## config.mk

```make
export PLATFORM = sky130hd
export DESIGN_NAME = asfl_top
export DESIGN_NICKNAME = d
export VERILOG_FILES = /design/src/asfl_pkg.sv /design/src/asfl_alu_core.sv /design/src/asfl_top.sv
export SDC_FILE = /design/constraint.sdc
export NUM_CORES = 1
export LEC_CHECK = 0
export BUFFER_PORTS_ARGS = -buffer_cell sky130_fd_sc_hd__buf_2
export CORE_MARGIN = 1.5
export CORE_UTILIZATION = 55
export CTS_CLUSTER_DIAMETER = 150
export CTS_CLUSTER_SIZE = 20
export DETAILED_ROUTE_END_ITERATION = 10
export PLACE_DENSITY = 0.77
export REMOVE_ABC_BUFFERS = 1
export SYNTH_ARGS = -nofsm -noshare
export SYNTH_HDL_FRONTEND = slang
export SYNTH_SLANG_ARGS = --single-unit
```

## constraint.sdc

```tcl
create_clock -name clk -period 5 [get_ports clk]
set_clock_uncertainty 0.1 [all_clocks]
set_input_delay 0.5 -clock clk [delete_from_list [all_inputs] [get_ports clk]]
set_output_delay 0.5 -clock clk [all_outputs]
set_load 0.03 [all_outputs]
```

## src/asfl_pkg.sv

```systemverilog
// asfl_pkg: shared constants and types for the ALU and flag register
package asfl_pkg;

  // ------------------------------------------------------------------
  // register map (byte addresses)
  // ------------------------------------------------------------------
  localparam logic [7:0] ADDR_FLAGS = 8'h00;
  localparam logic [7:0] ADDR_WORK = 8'h04;
  localparam logic [7:0] ADDR_FILE = 8'h08;
  localparam logic [7:0] ADDR_CMD = 8'h0C;
  localparam logic [7:0] ADDR_RESULT = 8'h10;

  // ------------------------------------------------------------------
  // flag register fields and reset values
  // ------------------------------------------------------------------
  localparam int CARRY_BIT = 0;
  localparam int DIGIT_CARRY_BIT = 1;
  localparam int ZERO_BIT = 2;
  localparam int OVERFLOW_BIT = 3;
  localparam int MODE_LSB = 4;
  localparam logic [7:0] FLAGS_RESET = 8'hF0;
  localparam logic [7:0] WORK_RESET = 8'h00;
  localparam logic [7:0] FILE_RESET = 8'h00;

  // ------------------------------------------------------------------
  // command word fields
  // ------------------------------------------------------------------
  localparam int OP_LSB = 0;
  localparam int SRC_FILE_BIT = 5;
  localparam int USE_IMM_BIT = 6;
  localparam int DST_FILE_BIT = 8;
  localparam int TGT_FLAGS_BIT = 9;
  localparam int BITSEL_LSB = 10;
  localparam int IMM_LSB = 16;

  localparam logic [1:0] RESP_OKAY = 2'h0;
  localparam logic [1:0] RESP_SLVERR = 2'h2;

  typedef enum logic [4:0] {
    OP_ADD, OP_ADDC, OP_SUB, OP_SUBB, OP_INC, OP_DEC, OP_NEG,
    OP_AND, OP_IOR, OP_XOR, OP_COM, OP_CLR, OP_MOVF,
    OP_RLC, OP_RRC, OP_RLN, OP_RRN, OP_SWAP, OP_MOVE_FROM_WORKING_INSTRUCTION, OP_BCF, OP_BSF
  } op_type;
  localparam logic [4:0] OP_COUNT = 5'h15;

  typedef enum logic [2:0] {
    SEL_FLAGS, SEL_WORK, SEL_FILE, SEL_CMD, SEL_RESULT, SEL_NONE
  } reg_sel_type;

  typedef struct packed {
    op_type op;
    logic [7:0] a;
    logic [7:0] b;
    logic carry_in;
    logic [2:0] bit_sel;
  } alu_in_type;

  // flags and mask are ordered {overflow, zero, digit carry, carry}
  typedef struct packed {
    logic [7:0] res;
    logic [3:0] flags;
    logic [3:0] mask;
  } alu_out_type;

endpackage

```

## src/asfl_alu_core.sv

```systemverilog
// asfl_alu_core: combinational 8-bit ALU with flag generation
`timescale 1ns/1ps
module asfl_alu_core (
  input wire asfl_pkg::alu_in_type alu_in,
  output asfl_pkg::alu_out_type alu_out
);

  logic [8:0] sum;
  logic [4:0] nib;
  logic [7:0] x;
  logic [7:0] y;
  logic ci;
  logic arith;
  logic [7:0] one_hot;

  // ------------------------------------------------------------------
  // adder operand selection
  // ------------------------------------------------------------------
  always_comb begin
    x = alu_in.b;
    y = alu_in.a;
    ci = 1'b0;
    arith = 1'b1;
    case (alu_in.op)
      asfl_pkg::OP_ADD: ci = 1'b0;
      asfl_pkg::OP_ADDC: ci = alu_in.carry_in;
      // subtract as b + ~a + 1, carry means no borrow
      asfl_pkg::OP_SUB: begin
        y = ~alu_in.a;
        ci = 1'b1;
      end
      asfl_pkg::OP_SUBB: begin
        y = ~alu_in.a;
        ci = alu_in.carry_in;
      end
      asfl_pkg::OP_INC: begin
        y = 8'h00;
        ci = 1'b1;
      end
      asfl_pkg::OP_DEC: y = 8'hFF;
      asfl_pkg::OP_NEG: begin
        x = 8'h00;
        y = ~alu_in.b;
        ci = 1'b1;
      end
      default: arith = 1'b0;
    endcase
    sum = {1'b0, x} + {1'b0, y} + {8'h00, ci};
    nib = {1'b0, x[3:0]} + {1'b0, y[3:0]} + {4'h0, ci};
  end

  // ------------------------------------------------------------------
  // result and flags
  // ------------------------------------------------------------------
  always_comb begin
    one_hot = 8'h01 << alu_in.bit_sel;
    alu_out.res = alu_in.b;
    alu_out.flags = 4'h0;
    alu_out.mask = 4'h0;
    if (arith) begin
      alu_out.res = sum[7:0];
      alu_out.mask = 4'hF;
      alu_out.flags[asfl_pkg::CARRY_BIT] = sum[8];
      alu_out.flags[asfl_pkg::DIGIT_CARRY_BIT] = nib[4];
      // sign change from like-signed inputs
      alu_out.flags[asfl_pkg::OVERFLOW_BIT] =
        (x[7] == y[7]) && (sum[7] != x[7]);
    end else begin
      case (alu_in.op)
        asfl_pkg::OP_AND: alu_out.res = alu_in.a & alu_in.b;
        asfl_pkg::OP_IOR: alu_out.res = alu_in.a | alu_in.b;
        asfl_pkg::OP_XOR: alu_out.res = alu_in.a ^ alu_in.b;
        asfl_pkg::OP_COM: alu_out.res = ~alu_in.b;
        asfl_pkg::OP_CLR: alu_out.res = 8'h00;
        asfl_pkg::OP_MOVF: alu_out.res = alu_in.b;
        // carry takes the bit shifted out
        asfl_pkg::OP_RLC: begin
          alu_out.res = {alu_in.b[6:0], alu_in.carry_in};
          alu_out.flags[asfl_pkg::CARRY_BIT] = alu_in.b[7];
        end
        asfl_pkg::OP_RRC: begin
          alu_out.res = {alu_in.carry_in, alu_in.b[7:1]};
          alu_out.flags[asfl_pkg::CARRY_BIT] = alu_in.b[0];
        end
        asfl_pkg::OP_RLN: alu_out.res = {alu_in.b[6:0], alu_in.b[7]};
        asfl_pkg::OP_RRN: alu_out.res = {alu_in.b[0], alu_in.b[7:1]};
        // these four leave every flag alone
        asfl_pkg::OP_SWAP: alu_out.res = {alu_in.b[3:0], alu_in.b[7:4]};
        asfl_pkg::OP_MOVE_FROM_WORKING_INSTRUCTION: alu_out.res = alu_in.a;
        asfl_pkg::OP_BCF: alu_out.res = alu_in.b & ~one_hot;
        asfl_pkg::OP_BSF: alu_out.res = alu_in.b | one_hot;
        default: alu_out.res = alu_in.b;
      endcase
      case (alu_in.op)
        asfl_pkg::OP_AND, asfl_pkg::OP_IOR, asfl_pkg::OP_XOR,
        asfl_pkg::OP_COM, asfl_pkg::OP_CLR, asfl_pkg::OP_MOVF:
          alu_out.mask[asfl_pkg::ZERO_BIT] = 1'b1;
        asfl_pkg::OP_RLC, asfl_pkg::OP_RRC:
          alu_out.mask[asfl_pkg::CARRY_BIT] = 1'b1;
        default: alu_out.mask = 4'h0;
      endcase
    end
    alu_out.flags[asfl_pkg::ZERO_BIT] = (alu_out.res == 8'h00);
  end

endmodule

```

## src/asfl_top.sv

```systemverilog
// asfl_top: ALU with flag register behind an AXI4-Lite slave
//
// How it works
// - each command runs one arithmetic or logic op on one or two operands.
// - a single-operand op works on the working register or the file reg.
// - a two-operand op uses the working register and a file reg or immed.
// - the flag register holds the four flags and the pointer mode bits.
// - the flag register may be the destination of any command.
// - when a flag-changing op writes the flag reg, flag logic wins.
// - clearing the flag register zeroes the mode bits and sets zero.
// - bit clear, bit set, nibble swap and move-from-W change no flag.
// - in subtraction carry and digit carry act as inverted borrows.
// - overflow is set when the signed result leaves -128..+127.
// - zero flag (bit 2) is set exactly when the result is zero, except for rotates, swap, bit ops and move-from-W, which leave it.
// - overflow flag (bit 3) marks a signed change of the sign bit.
// - rotate through carry loads carry with the bit shifted out.
// - subtraction adds the two's complement of the working register.
//
// Chosen here: the register addresses and the AXI4-Lite interface to the registers.
`timescale 1ns/1ps
module asfl_top #(
  parameter int ADDR_W = 8
) (
  input wire logic clk,
  input wire logic reset,
  input wire logic [ADDR_W-1:0] s_axi_awaddr,
  input wire logic s_axi_awvalid,
  output logic s_axi_awready,
  input wire logic [31:0] s_axi_wdata,
  input wire logic [3:0] s_axi_wstrb,
  input wire logic s_axi_wvalid,
  output logic s_axi_wready,
  output logic [1:0] s_axi_bresp,
  output logic s_axi_bvalid,
  input wire logic s_axi_bready,
  input wire logic [ADDR_W-1:0] s_axi_araddr,
  input wire logic s_axi_arvalid,
  output logic s_axi_arready,
  output logic [31:0] s_axi_rdata,
  output logic [1:0] s_axi_rresp,
  output logic s_axi_rvalid,
  input wire logic s_axi_rready,
  output logic [7:0] alu_flags_and_pointer_mode,
  output logic [7:0] working_register
);

  // ------------------------------------------------------------------
  // address decode
  // ------------------------------------------------------------------
  // only the word address counts; byte offset bits are ignored
  function automatic asfl_pkg::reg_sel_type decode_addr(
    input logic [ADDR_W-1:0] addr
  );
    logic [7:0] word;
    word = {addr[7:2], 2'b00};
    if (word == asfl_pkg::ADDR_FLAGS) begin
      return asfl_pkg::SEL_FLAGS;
    end else if (word == asfl_pkg::ADDR_WORK) begin
      return asfl_pkg::SEL_WORK;
    end else if (word == asfl_pkg::ADDR_FILE) begin
      return asfl_pkg::SEL_FILE;
    end else if (word == asfl_pkg::ADDR_CMD) begin
      return asfl_pkg::SEL_CMD;
    end else if (word == asfl_pkg::ADDR_RESULT) begin
      return asfl_pkg::SEL_RESULT;
    end else begin
      return asfl_pkg::SEL_NONE;
    end
  endfunction

  // ------------------------------------------------------------------
  // state
  // ------------------------------------------------------------------
  logic aw_held_reg, aw_held_next;
  logic [ADDR_W-1:0] awaddr_reg, awaddr_next;
  logic w_held_reg, w_held_next;
  logic [31:0] wdata_reg, wdata_next;
  logic [3:0] wstrb_reg, wstrb_next;
  logic awready_reg, awready_next;
  logic wready_reg, wready_next;
  logic bvalid_reg, bvalid_next;
  logic [1:0] bresp_reg, bresp_next;
  logic arready_reg, arready_next;
  logic rvalid_reg, rvalid_next;
  logic [31:0] rdata_reg, rdata_next;
  logic [1:0] rresp_reg, rresp_next;

  logic [7:0] flags_reg, flags_next;
  logic [7:0] work_reg, work_next;
  logic [7:0] file_reg, file_next;
  logic [7:0] result_reg, result_next;
  logic [31:0] cmd_reg, cmd_next;

  logic write_go;
  logic write_ok;
  asfl_pkg::reg_sel_type wsel;
  asfl_pkg::reg_sel_type rsel;

  // ------------------------------------------------------------------
  // command decode
  // ------------------------------------------------------------------
  logic [4:0] op_code;
  logic op_legal;
  logic two_operand;
  logic tgt_flags;
  logic writes_file;
  logic [7:0] imm_val;
  logic [7:0] file_val;
  logic [3:0] merged_flags;
  asfl_pkg::alu_in_type alu_in;
  asfl_pkg::alu_out_type alu_out;

  assign write_go = aw_held_reg && w_held_reg && !bvalid_reg;
  assign wsel = decode_addr(awaddr_reg);
  assign rsel = decode_addr(s_axi_araddr);

  always_comb begin
    op_code = wdata_reg[asfl_pkg::OP_LSB +: 5];
    op_legal = op_code < asfl_pkg::OP_COUNT;
    tgt_flags = wdata_reg[asfl_pkg::TGT_FLAGS_BIT];
    imm_val = wstrb_reg[2] ? wdata_reg[asfl_pkg::IMM_LSB +: 8] : 8'h00;
    // the flag register is reachable as a file operand
    file_val = tgt_flags ? flags_reg : file_reg;
    alu_in.op = asfl_pkg::op_type'(op_code);
    alu_in.carry_in = flags_reg[asfl_pkg::CARRY_BIT];
    alu_in.bit_sel = wdata_reg[asfl_pkg::BITSEL_LSB +: 3];
    alu_in.a = work_reg;
    two_operand = 1'b0;
    case (alu_in.op)
      asfl_pkg::OP_ADD, asfl_pkg::OP_ADDC, asfl_pkg::OP_SUB,
      asfl_pkg::OP_SUBB, asfl_pkg::OP_AND, asfl_pkg::OP_IOR,
      asfl_pkg::OP_XOR, asfl_pkg::OP_MOVE_FROM_WORKING_INSTRUCTION:
        two_operand = 1'b1;
      default: two_operand = 1'b0;
    endcase
    if (two_operand) begin
      // second operand: file register or 8-bit immediate
      alu_in.b = wdata_reg[asfl_pkg::USE_IMM_BIT] ? imm_val : file_val;
    end else begin
      // lone operand: working register or file register
      alu_in.b = wdata_reg[asfl_pkg::SRC_FILE_BIT] ? file_val : work_reg;
    end
    case (alu_in.op)
      asfl_pkg::OP_MOVE_FROM_WORKING_INSTRUCTION, asfl_pkg::OP_BCF, asfl_pkg::OP_BSF:
        writes_file = 1'b1;
      default: writes_file = wdata_reg[asfl_pkg::DST_FILE_BIT];
    endcase
    // flag bits touched by the op come from flag logic
    merged_flags = (alu_out.flags & alu_out.mask) |
                   (flags_reg[3:0] & ~alu_out.mask);
  end

  asfl_alu_core u_alu (
    .alu_in(alu_in),
    .alu_out(alu_out)
  );

  // ------------------------------------------------------------------
  // write channel
  // ------------------------------------------------------------------
  // aw and w are taken in either order and held until both are in
  always_comb begin
    aw_held_next = aw_held_reg;
    awaddr_next = awaddr_reg;
    w_held_next = w_held_reg;
    wdata_next = wdata_reg;
    wstrb_next = wstrb_reg;
    bvalid_next = bvalid_reg;
    bresp_next = bresp_reg;
    write_ok = 1'b1;
    if (s_axi_awvalid && awready_reg) begin
      aw_held_next = 1'b1;
      awaddr_next = s_axi_awaddr;
    end
    if (s_axi_wvalid && wready_reg) begin
      w_held_next = 1'b1;
      wdata_next = s_axi_wdata;
      wstrb_next = s_axi_wstrb;
    end
    if (bvalid_reg && s_axi_bready) begin
      bvalid_next = 1'b0;
    end
    if (write_go) begin
      aw_held_next = 1'b0;
      w_held_next = 1'b0;
      bvalid_next = 1'b1;
      if (wsel == asfl_pkg::SEL_NONE) begin
        write_ok = 1'b0;
      end else if (wsel == asfl_pkg::SEL_CMD) begin
        write_ok = op_legal;
      end
      bresp_next = write_ok ? asfl_pkg::RESP_OKAY : asfl_pkg::RESP_SLVERR;
    end
    awready_next = !aw_held_next;
    wready_next = !w_held_next;
  end

  // ------------------------------------------------------------------
  // register file and execution
  // ------------------------------------------------------------------
  always_comb begin
    flags_next = flags_reg;
    work_next = work_reg;
    file_next = file_reg;
    result_next = result_reg;
    cmd_next = cmd_reg;
    if (write_go && wstrb_reg[0]) begin
      case (wsel)
        // plain register write; the four flag bits are writable here
        asfl_pkg::SEL_FLAGS: flags_next = wdata_reg[7:0];
        asfl_pkg::SEL_WORK: work_next = wdata_reg[7:0];
        asfl_pkg::SEL_FILE: file_next = wdata_reg[7:0];
        asfl_pkg::SEL_CMD: begin
          if (op_legal) begin
            // one op per command, result to W or a file
            cmd_next = wdata_reg;
            result_next = alu_out.res;
            if (writes_file && tgt_flags) begin
              if (alu_out.mask != 4'h0) begin
                // clear gives 0000 in the mode bits, zero set
                flags_next = {alu_out.res[7:4], merged_flags};
              end else begin
                // non-flag ops store the full byte
                flags_next = alu_out.res;
              end
            end else begin
              flags_next[3:0] = merged_flags;
              if (writes_file) begin
                file_next = alu_out.res;
              end else begin
                work_next = alu_out.res;
              end
            end
          end
        end
        default: result_next = result_reg;
      endcase
    end
  end

  // ------------------------------------------------------------------
  // read channel
  // ------------------------------------------------------------------
  // read data is sampled at the address handshake; no wait states
  always_comb begin
    arready_next = arready_reg;
    rvalid_next = rvalid_reg;
    rdata_next = rdata_reg;
    rresp_next = rresp_reg;
    if (rvalid_reg && s_axi_rready) begin
      rvalid_next = 1'b0;
    end
    if (s_axi_arvalid && arready_reg) begin
      rvalid_next = 1'b1;
      rresp_next = asfl_pkg::RESP_OKAY;
      rdata_next = 32'h0000_0000;
      case (rsel)
        asfl_pkg::SEL_FLAGS: rdata_next[7:0] = flags_reg;
        asfl_pkg::SEL_WORK: rdata_next[7:0] = work_reg;
        asfl_pkg::SEL_FILE: rdata_next[7:0] = file_reg;
        asfl_pkg::SEL_CMD: rdata_next = cmd_reg;
        asfl_pkg::SEL_RESULT: rdata_next[7:0] = result_reg;
        default: rresp_next = asfl_pkg::RESP_SLVERR;
      endcase
    end
    arready_next = !rvalid_next;
  end

  // ------------------------------------------------------------------
  // registers
  // ------------------------------------------------------------------
  always_ff @(posedge clk) begin
    if (reset) begin
      aw_held_reg <= 1'b0;
      awaddr_reg <= '0;
      w_held_reg <= 1'b0;
      wdata_reg <= 32'h0000_0000;
      wstrb_reg <= 4'h0;
      awready_reg <= 1'b0;
      wready_reg <= 1'b0;
      bvalid_reg <= 1'b0;
      bresp_reg <= asfl_pkg::RESP_OKAY;
      arready_reg <= 1'b0;
      rvalid_reg <= 1'b0;
      rdata_reg <= 32'h0000_0000;
      rresp_reg <= asfl_pkg::RESP_OKAY;
    end else begin
      aw_held_reg <= aw_held_next;
      awaddr_reg <= awaddr_next;
      w_held_reg <= w_held_next;
      wdata_reg <= wdata_next;
      wstrb_reg <= wstrb_next;
      awready_reg <= awready_next;
      wready_reg <= wready_next;
      bvalid_reg <= bvalid_next;
      bresp_reg <= bresp_next;
      arready_reg <= arready_next;
      rvalid_reg <= rvalid_next;
      rdata_reg <= rdata_next;
      rresp_reg <= rresp_next;
    end
  end

  always_ff @(posedge clk) begin
    if (reset) begin
      flags_reg <= asfl_pkg::FLAGS_RESET;
      work_reg <= asfl_pkg::WORK_RESET;
      file_reg <= asfl_pkg::FILE_RESET;
      result_reg <= 8'h00;
      cmd_reg <= 32'h0000_0000;
    end else begin
      flags_reg <= flags_next;
      work_reg <= work_next;
      file_reg <= file_next;
      result_reg <= result_next;
      cmd_reg <= cmd_next;
    end
  end

  // ------------------------------------------------------------------
  // outputs
  // ------------------------------------------------------------------
  assign s_axi_awready = awready_reg;
  assign s_axi_wready = wready_reg;
  assign s_axi_bvalid = bvalid_reg;
  assign s_axi_bresp = bresp_reg;
  assign s_axi_arready = arready_reg;
  assign s_axi_rvalid = rvalid_reg;
  assign s_axi_rdata = rdata_reg;
  assign s_axi_rresp = rresp_reg;
  assign alu_flags_and_pointer_mode = flags_reg;
  assign working_register = work_reg;

endmodule

```

Word-level counts from Yosys, hierarchy flattened
Memories as Yosys holds them, arrays and structs flattened. A register that Yosys moved wholly into a read port is not among the register bits.
Index checks and enable logic that the tools add are counted.
{ "op_classes": {"n_addsub": 4, "magnitude_cmp": 1, "eq_ne": 43, "shifts": 1, "mux": 58, "bitwise": 12, "reduce_logical": 38} }
{ "ops": {"columns": ["cell", "n"], "rows": [
  ["$mux W8", 14],
  ["$pmux W8 S13", 1],
  ["$pmux W8 S2", 3],
  ["$eq A5 B4 Y1 const B", 8],
  ["$pmux W8 S5", 1],
  ["$pmux W8 S4", 1],
  ["$eq A5 B5 Y1 const B", 5],
  ["$eq A6 B2 Y1 const B", 4],
  ["$mux W24", 1],
  ["$mux W3", 8],
  ["$not A8 Y8", 3],
  ["$eq A5 B3 Y1 const B", 4],
  ["$mux W1", 19],
  ["$and A8 B8 Y8", 2],
  ["$or A8 B8 Y8", 2],
  ["$mux W5", 3],
  ["$eq A3 B2 Y1 const B", 4],
  ["$eq A6 B1 Y1 const B", 2],
  ["$eq A6 B3 Y1 const B", 2],
  ["$logic_not A6 Y1", 2],
  ["$mux W4", 3],
  ["$eq A5 B2 Y1 const B", 2],
  ["$logic_and A1 B1 Y1", 10],
  ["$reduce_and A5 Y1", 2],
  ["32 further kinds", 51]
]} }
{ "totals": {"reg_bits": 150, "romBits": 32, "in_bits": 59, "elab_cells": 177, "mem_count": 1} }
{ "memory_table": {"columns": ["memory", "words", "width", "rd", "rd_clocked_by_memory_dff", "write_ports", "line", "text"], "rows": [
  ["(name not given)", 32, 1, 1, 1, 0, "asfl_top.sv:129", "case (alu_in.op)"]
]} }

Longest topological paths before layout
{ "depth": {"ltp_word": 16, "depth_mapped": 20, "mapped_depth_nobuf": 18} }

By module
From an unflattened synthesis, not the netlist that was laid out.
{ "hier_totals": {"cells_unflattened": 1111, "hier_area_um2": 8303.0} }
{ "by_module_without_submodules": {"columns": ["mod", "instances", "cells_each", "area_each_um2", "seq_area_each_um2"], "rows": [
  ["asfl_top", 1, 796, 6268.5, 2922.8],
  ["asfl_alu_core", 1, 315, 2034.5, 0.0]
]} }

Worst setup path before layout
OpenSTA, ideal clock, no wires.
{ "synth_timing": {"path_kind": "register to register", "from": "reg wdata_reg[2]", "to": "reg flags_reg[2] (netlist: alu_flags_and_pointer_mode[2])", "arrival_ns": 3.943, "required_ns": 4.831, "path_slack_ns": 0.888, "stages_incl_launch_ff": 20, "cell_sequence": "dfxtp_1 -> buf_2 -> buf_2 -> buf_1 -> clkbuf_1 -> clkbuf_1 -> nand2_1 -> o22ai_1 -> a221o_1 -> fa_1 -> inv_1 -> fa_1 -> nand2b_1 -> a21oi_1 -> a31oi_1 -> xnor2_1 -> a21oi_1 -> a22oi_1 -> or4b_1 -> o21ai_1"} }
{ "synth_between": {"elab_chain_cells": 13, "word_cells_on_any_way": 54} }
{ "synth_lines": {"columns": ["element", "line", "text"], "rows": [
  ["from (decl)", "asfl_top.sv:77", "logic [31:0] wdata_reg, wdata_next;"],
  ["from (signal assigned)", "asfl_top.sv:291", "wdata_reg <= wdata_next;"],
  ["$eq A5 B2 Y1", "asfl_alu_core.sv:24", "case (alu_in.op)"],
  ["$reduce_or A2 Y1 (no line)", null, null],
  ["$pmux W8 S4", "asfl_alu_core.sv:24", null],
  ["$add A8 B8 Y9", "asfl_alu_core.sv:48", "sum = {1'b0, x} + {1'b0, y} + {8'h00, ci};"],
  ["$add A9 B1 Y9", "asfl_alu_core.sv:48", null],
  ["$mux W8", "asfl_alu_core.sv:60", "if (arith) begin"],
  ["$logic_not A8 Y1", "asfl_alu_core.sv:103", "alu_out.flags[asfl_pkg::ZERO_BIT] = (alu_out.res == 8'h00);"],
  ["$and A4 B4 Y4", "asfl_top.sv:149", "merged_flags = (alu_out.flags & alu_out.mask) |"],
  ["$or A4 B4 Y4", "asfl_top.sv:149", null],
  ["$mux W4", "asfl_top.sv:219", "if (alu_out.mask != 4'h0) begin"],
  ["$mux W4", "asfl_top.sv:218", "if (writes_file && tgt_flags) begin"],
  ["$mux W8", "asfl_top.sv:214", "if (op_legal) begin"],
  ["$pmux W8 S2", "asfl_top.sv:208", "case (wsel)"],
  ["to (signal assigned)", "asfl_top.sv:306", "flags_reg <= asfl_pkg::FLAGS_RESET;"],
  ["to (signal assigned)", "asfl_top.sv:312", "flags_reg <= flags_next;"],
  ["to (decl)", "asfl_top.sv:88", "logic [7:0] flags_reg, flags_next;"]
]} }
Parallel ways exist; a longest one is shown, timed or not. The select of a mux whose other input is x is not followed.
A chain may end at the register's enable or synchronous reset.

Worst setup path after layout
{ "layout_timing": {"from": "reg two_operand (netlist name)", "to": "reg flags_reg[2] (netlist: alu_flags_and_pointer_mode[2])"} }
{ "layout_between": {"elab_chain_cells": 13, "word_cells_on_any_way": 20} }
{ "layout_lines": {"columns": ["element", "line", "text"], "rows": [
  ["$mux W8 (*)", "asfl_top.sv:136", "if (two_operand) begin"],
  ["$not A8 Y8", "asfl_alu_core.sv:43, asfl_alu_core.sv:73", null],
  ["$pmux W8 S4", "asfl_alu_core.sv:24", null],
  ["$add A8 B8 Y9", "asfl_alu_core.sv:48", null],
  ["$add A9 B1 Y9", "asfl_alu_core.sv:48", null],
  ["$mux W8 (*)", "asfl_alu_core.sv:60", null],
  ["$logic_not A8 Y1", "asfl_alu_core.sv:103", null],
  ["$and A4 B4 Y4", "asfl_top.sv:149", null],
  ["$or A4 B4 Y4", "asfl_top.sv:149", null],
  ["$mux W4", "asfl_top.sv:219", null],
  ["$mux W4 (*)", "asfl_top.sv:218", null],
  ["$mux W8 (*)", "asfl_top.sv:214", null],
  ["$pmux W8 S2 (*)", "asfl_top.sv:208", null]
]} }
Every way passes the cells marked *; elsewhere a longest branch is shown, timed or not. The select of a mux whose other input is x is not followed.

==> results.md <==
* Crit end category: register
* Final hold violation count at 0
* IO Count at 116
* Placer Congestion at 1.036
* Initial antenna violation count at 0
* Most common cell after layout, fill and taps aside: nand2_1
* Mux contribution to synthesized area at 2.731%
* Worst hold slack at 0.2042 ns
* Final worst path period share at 94.20%
* Largest net degree at the start of global routing at 61
* Final Max Tran Viols at 0
* Ratio of cells with drive above 1 in the final layout at 16.95%
* FMAX at 212.3 MHz
* # setup viols final at 0
* Startpoint types: register
* Clock net sink count at 146
* Slowest cell delay on critical path at 0.62 ns
* Simple-gate share of the synthesized area at 26.62%
* Worst-Margin Slew at 1.113 ns
* Grt ovf at 0
* I/O Buffers at 107
* H-tree depth at 4
* Core area at 14530 um^2
* RSZ-0062 raised after global routing: false
* Clock latency at the later pin of the worst-skew pair at 0.43 ns
* Die H at 125.1 um
* Synth Area in XOR/XNOR at 0.6407%
* Syn-to-layout area delta at 13.44%
* Synth Area in Compound Gates at 25.72%
* CP arrival at 4.96 ns
* Cts hold-fix bufs at 0
* Drt initial violations at 1236
* Clock-pin slew on the worst setup and hold paths at 0.07 ns
* Power Dens Cells at 300.7 nW/um^2
* Routed wire length at 27340 um
* Die width at 125.1 um
* CTS tree: built
* Cell family with most CP delay: simple AND/OR/NAND/NOR gates
* Root Buffer: clkbuf_16
* Slew headroom at 25.26%
* Sequential area share after synthesis at 35.64%
* Most used cell, CP: fa_1
* Final Power at 2.798 mW
* Starting Density at 56.43%
* Status: complete, no violations
* Top cell type's share of synthesized area at 35.64%
* DRC at 0
* # resized after CTS at 0
* Worst min-delay path class: in2reg
* Mapped Cells at 1104
* Maxcap violations at 0
* Fin area at 9304 um^2
* Via Count at 8706
* Synth Area per Inst at 7.429 um^2
* Rows at 44
* Ant diodes at 0
* Synth cell types at 86
* DP HPWL at 18790 um
* Vias in the first global route at 7744
* #FFs+latches synth at 146
* Worst path cell trace: nor2_2 > nor3_1 > or2_1 > nor2_1 > o21ai_0 > o22ai_1 > a221o_1 > fa_1 > inv_1 > fa_1 > xor2_1 > nand2_1 > o31ai_1 > and2_1 > a2111oi_0 > or3b_2 > o21ai_1
* Post-layout min period at 4.710 ns
* Synth Warn # at 0
* Setup TNS at 0 ns
* VDD IR max at 294.7 uV
* Largest family of logic cells by synthesized area: simple AND/OR/NAND/NOR gates
* Area contributors post-synth: dfxtp_1 36%, nand2_1 10%, a21oi_1 8.0%
* DR WL/cell at 20.13 um
* Synth Area in Adders at 1.556%
* Number of flops mapped to enable cells by yosys at 0
* Detailed Routing Iterations Pass 1 at 5
* Crit-path slowest cell: a2111oi_0
* Async SR Flop Fraction at 0%
* DP Area at 8725 um^2
* Post-synth top area cell: dfxtp_1
* Post-route ant nets at 0
* # nets final at 1229
* First-pass GRT wire length at 42710 um
* Post-Syn Area at 8202 um^2
* Leakage Power at 3.552 nW
* Worst Path Buf+Inv at 1
* Most frequent cells in the layout: 229 x nand2_1, 146 x dfxtp_1, 131 x a21oi_1
* Ys flop type: dfxtp_1
* CP required at 5.25 ns
* Max FO, Critical Path at 13
* CTS Buffer Depth at 2
* Post-CTS Setup Bufs at 0
* Overall fraction of global-route tracks in use at 34.22%
* CP Class: reg2reg
* Die ar. at 15650 um^2
* CTS buffer count at 17
* Post-DR vias/cell at 6.411
## cell families after synthesis
family	count (synthesis)
compound gates	321
xor+xnor	6
fa+ha+maj	9
buf+inv	121
flops	146
mux	22
other cells	1
simple gates	478
## cell type report
class	instances	area, um^2
clock buffer	18	439.2
clock inverter	14	140.1
fill	1341	5230
inverter	15	56.30
multi-input combinational	838	4707
sequential	146	2923
tap	184	230.2
timing repair buffer	143	808.3
## power breakdown
part / internal, mW / total [mW] / switching, mW
logic: 0.113 / 0.336 / 0.223
clock network: 0.714 / 1.25 / 0.536
registers: 1.18 / 1.21 / 0.0267
## per-stage QoR
stage               util (%)  setup slack, ns  instances
floorplan                  -           0.8641        999
global placement       60.03           0.5636       1326
detailed placement     60.03           0.4606       1326
CTS                    64.02           0.4428       1358
global route           64.02         0.004176       1358
finish                 64.02           0.2901       1358
## metal layers
metal  part of all wire [%]  global-route usage (%)  up-vias
li1                       -                       -     4047
met1                     42                   47.83     4085
met2                     44                   52.23      499
met3                    9.3                   6.247       75
met4                    3.8                   13.90        0
met5                      0                       0        -
## final timing paths
check / start / endpoint / slack, ns / cells after the start
max: two_operand / alu_flags_and_pointer_mode[2] / 0.29 / 17
min: s_axi_wdata[13] / wdata_reg[13] / 0.20 / 3
max reg2reg: two_operand / alu_flags_and_pointer_mode[2] / 0.29 / 17
min reg2reg: s_axi_rdata[9] / s_axi_rdata[9] / 0.35 / 2
## worst reg2reg max path, stage by stage (launching register included)
cell	delay (ns)
dfxtp_1	0.37
nor2_2	0.42
nor3_1	0.23
or2_1	0.33
nor2_1	0.15
o21ai_0	0.10
o22ai_1	0.22
a221o_1	0.18
fa_1	0.22
inv_1	0.08
fa_1	0.44
xor2_1	0.18
nand2_1	0.09
o31ai_1	0.11
and2_1	0.18
a2111oi_0	0.62
or3b_2	0.50
o21ai_1	0.13
## synth_stat cells, drive strengths merged (3+ instances only)
| library cell | number |
|---|---|
| o31ai | 4 |
| o21ai | 39 |
| xnor2 | 3 |
| a211oi | 17 |
| o211ai | 8 |
| o21a | 9 |
| a221oi | 11 |
| and2 | 14 |
| and3b | 5 |
| nor4b | 3 |
| o2111ai | 6 |
| inv | 15 |
| a31oi | 9 |
| nor4 | 3 |
| mux2 | 3 |
| nand2 | 229 |
| nor3b | 4 |
| nor2 | 92 |
| and3 | 11 |
| clkbuf | 70 |
| a22o | 4 |
| nand3b | 3 |
| nor4bb | 3 |
| nand3 | 56 |
| a221o | 8 |
| or3 | 4 |
| a21oi | 131 |
| o22ai | 6 |
| a2111oi | 4 |
| dfxtp | 146 |
| xor2 | 3 |
| ha | 7 |
| a222oi | 9 |
| a22oi | 21 |
| buf | 36 |
| nor2b | 6 |
| mux2i | 19 |
| o221ai | 6 |
| a211o | 3 |
| nand2b | 6 |
| nor3 | 24 |
(Power assumes the default switching activity.)
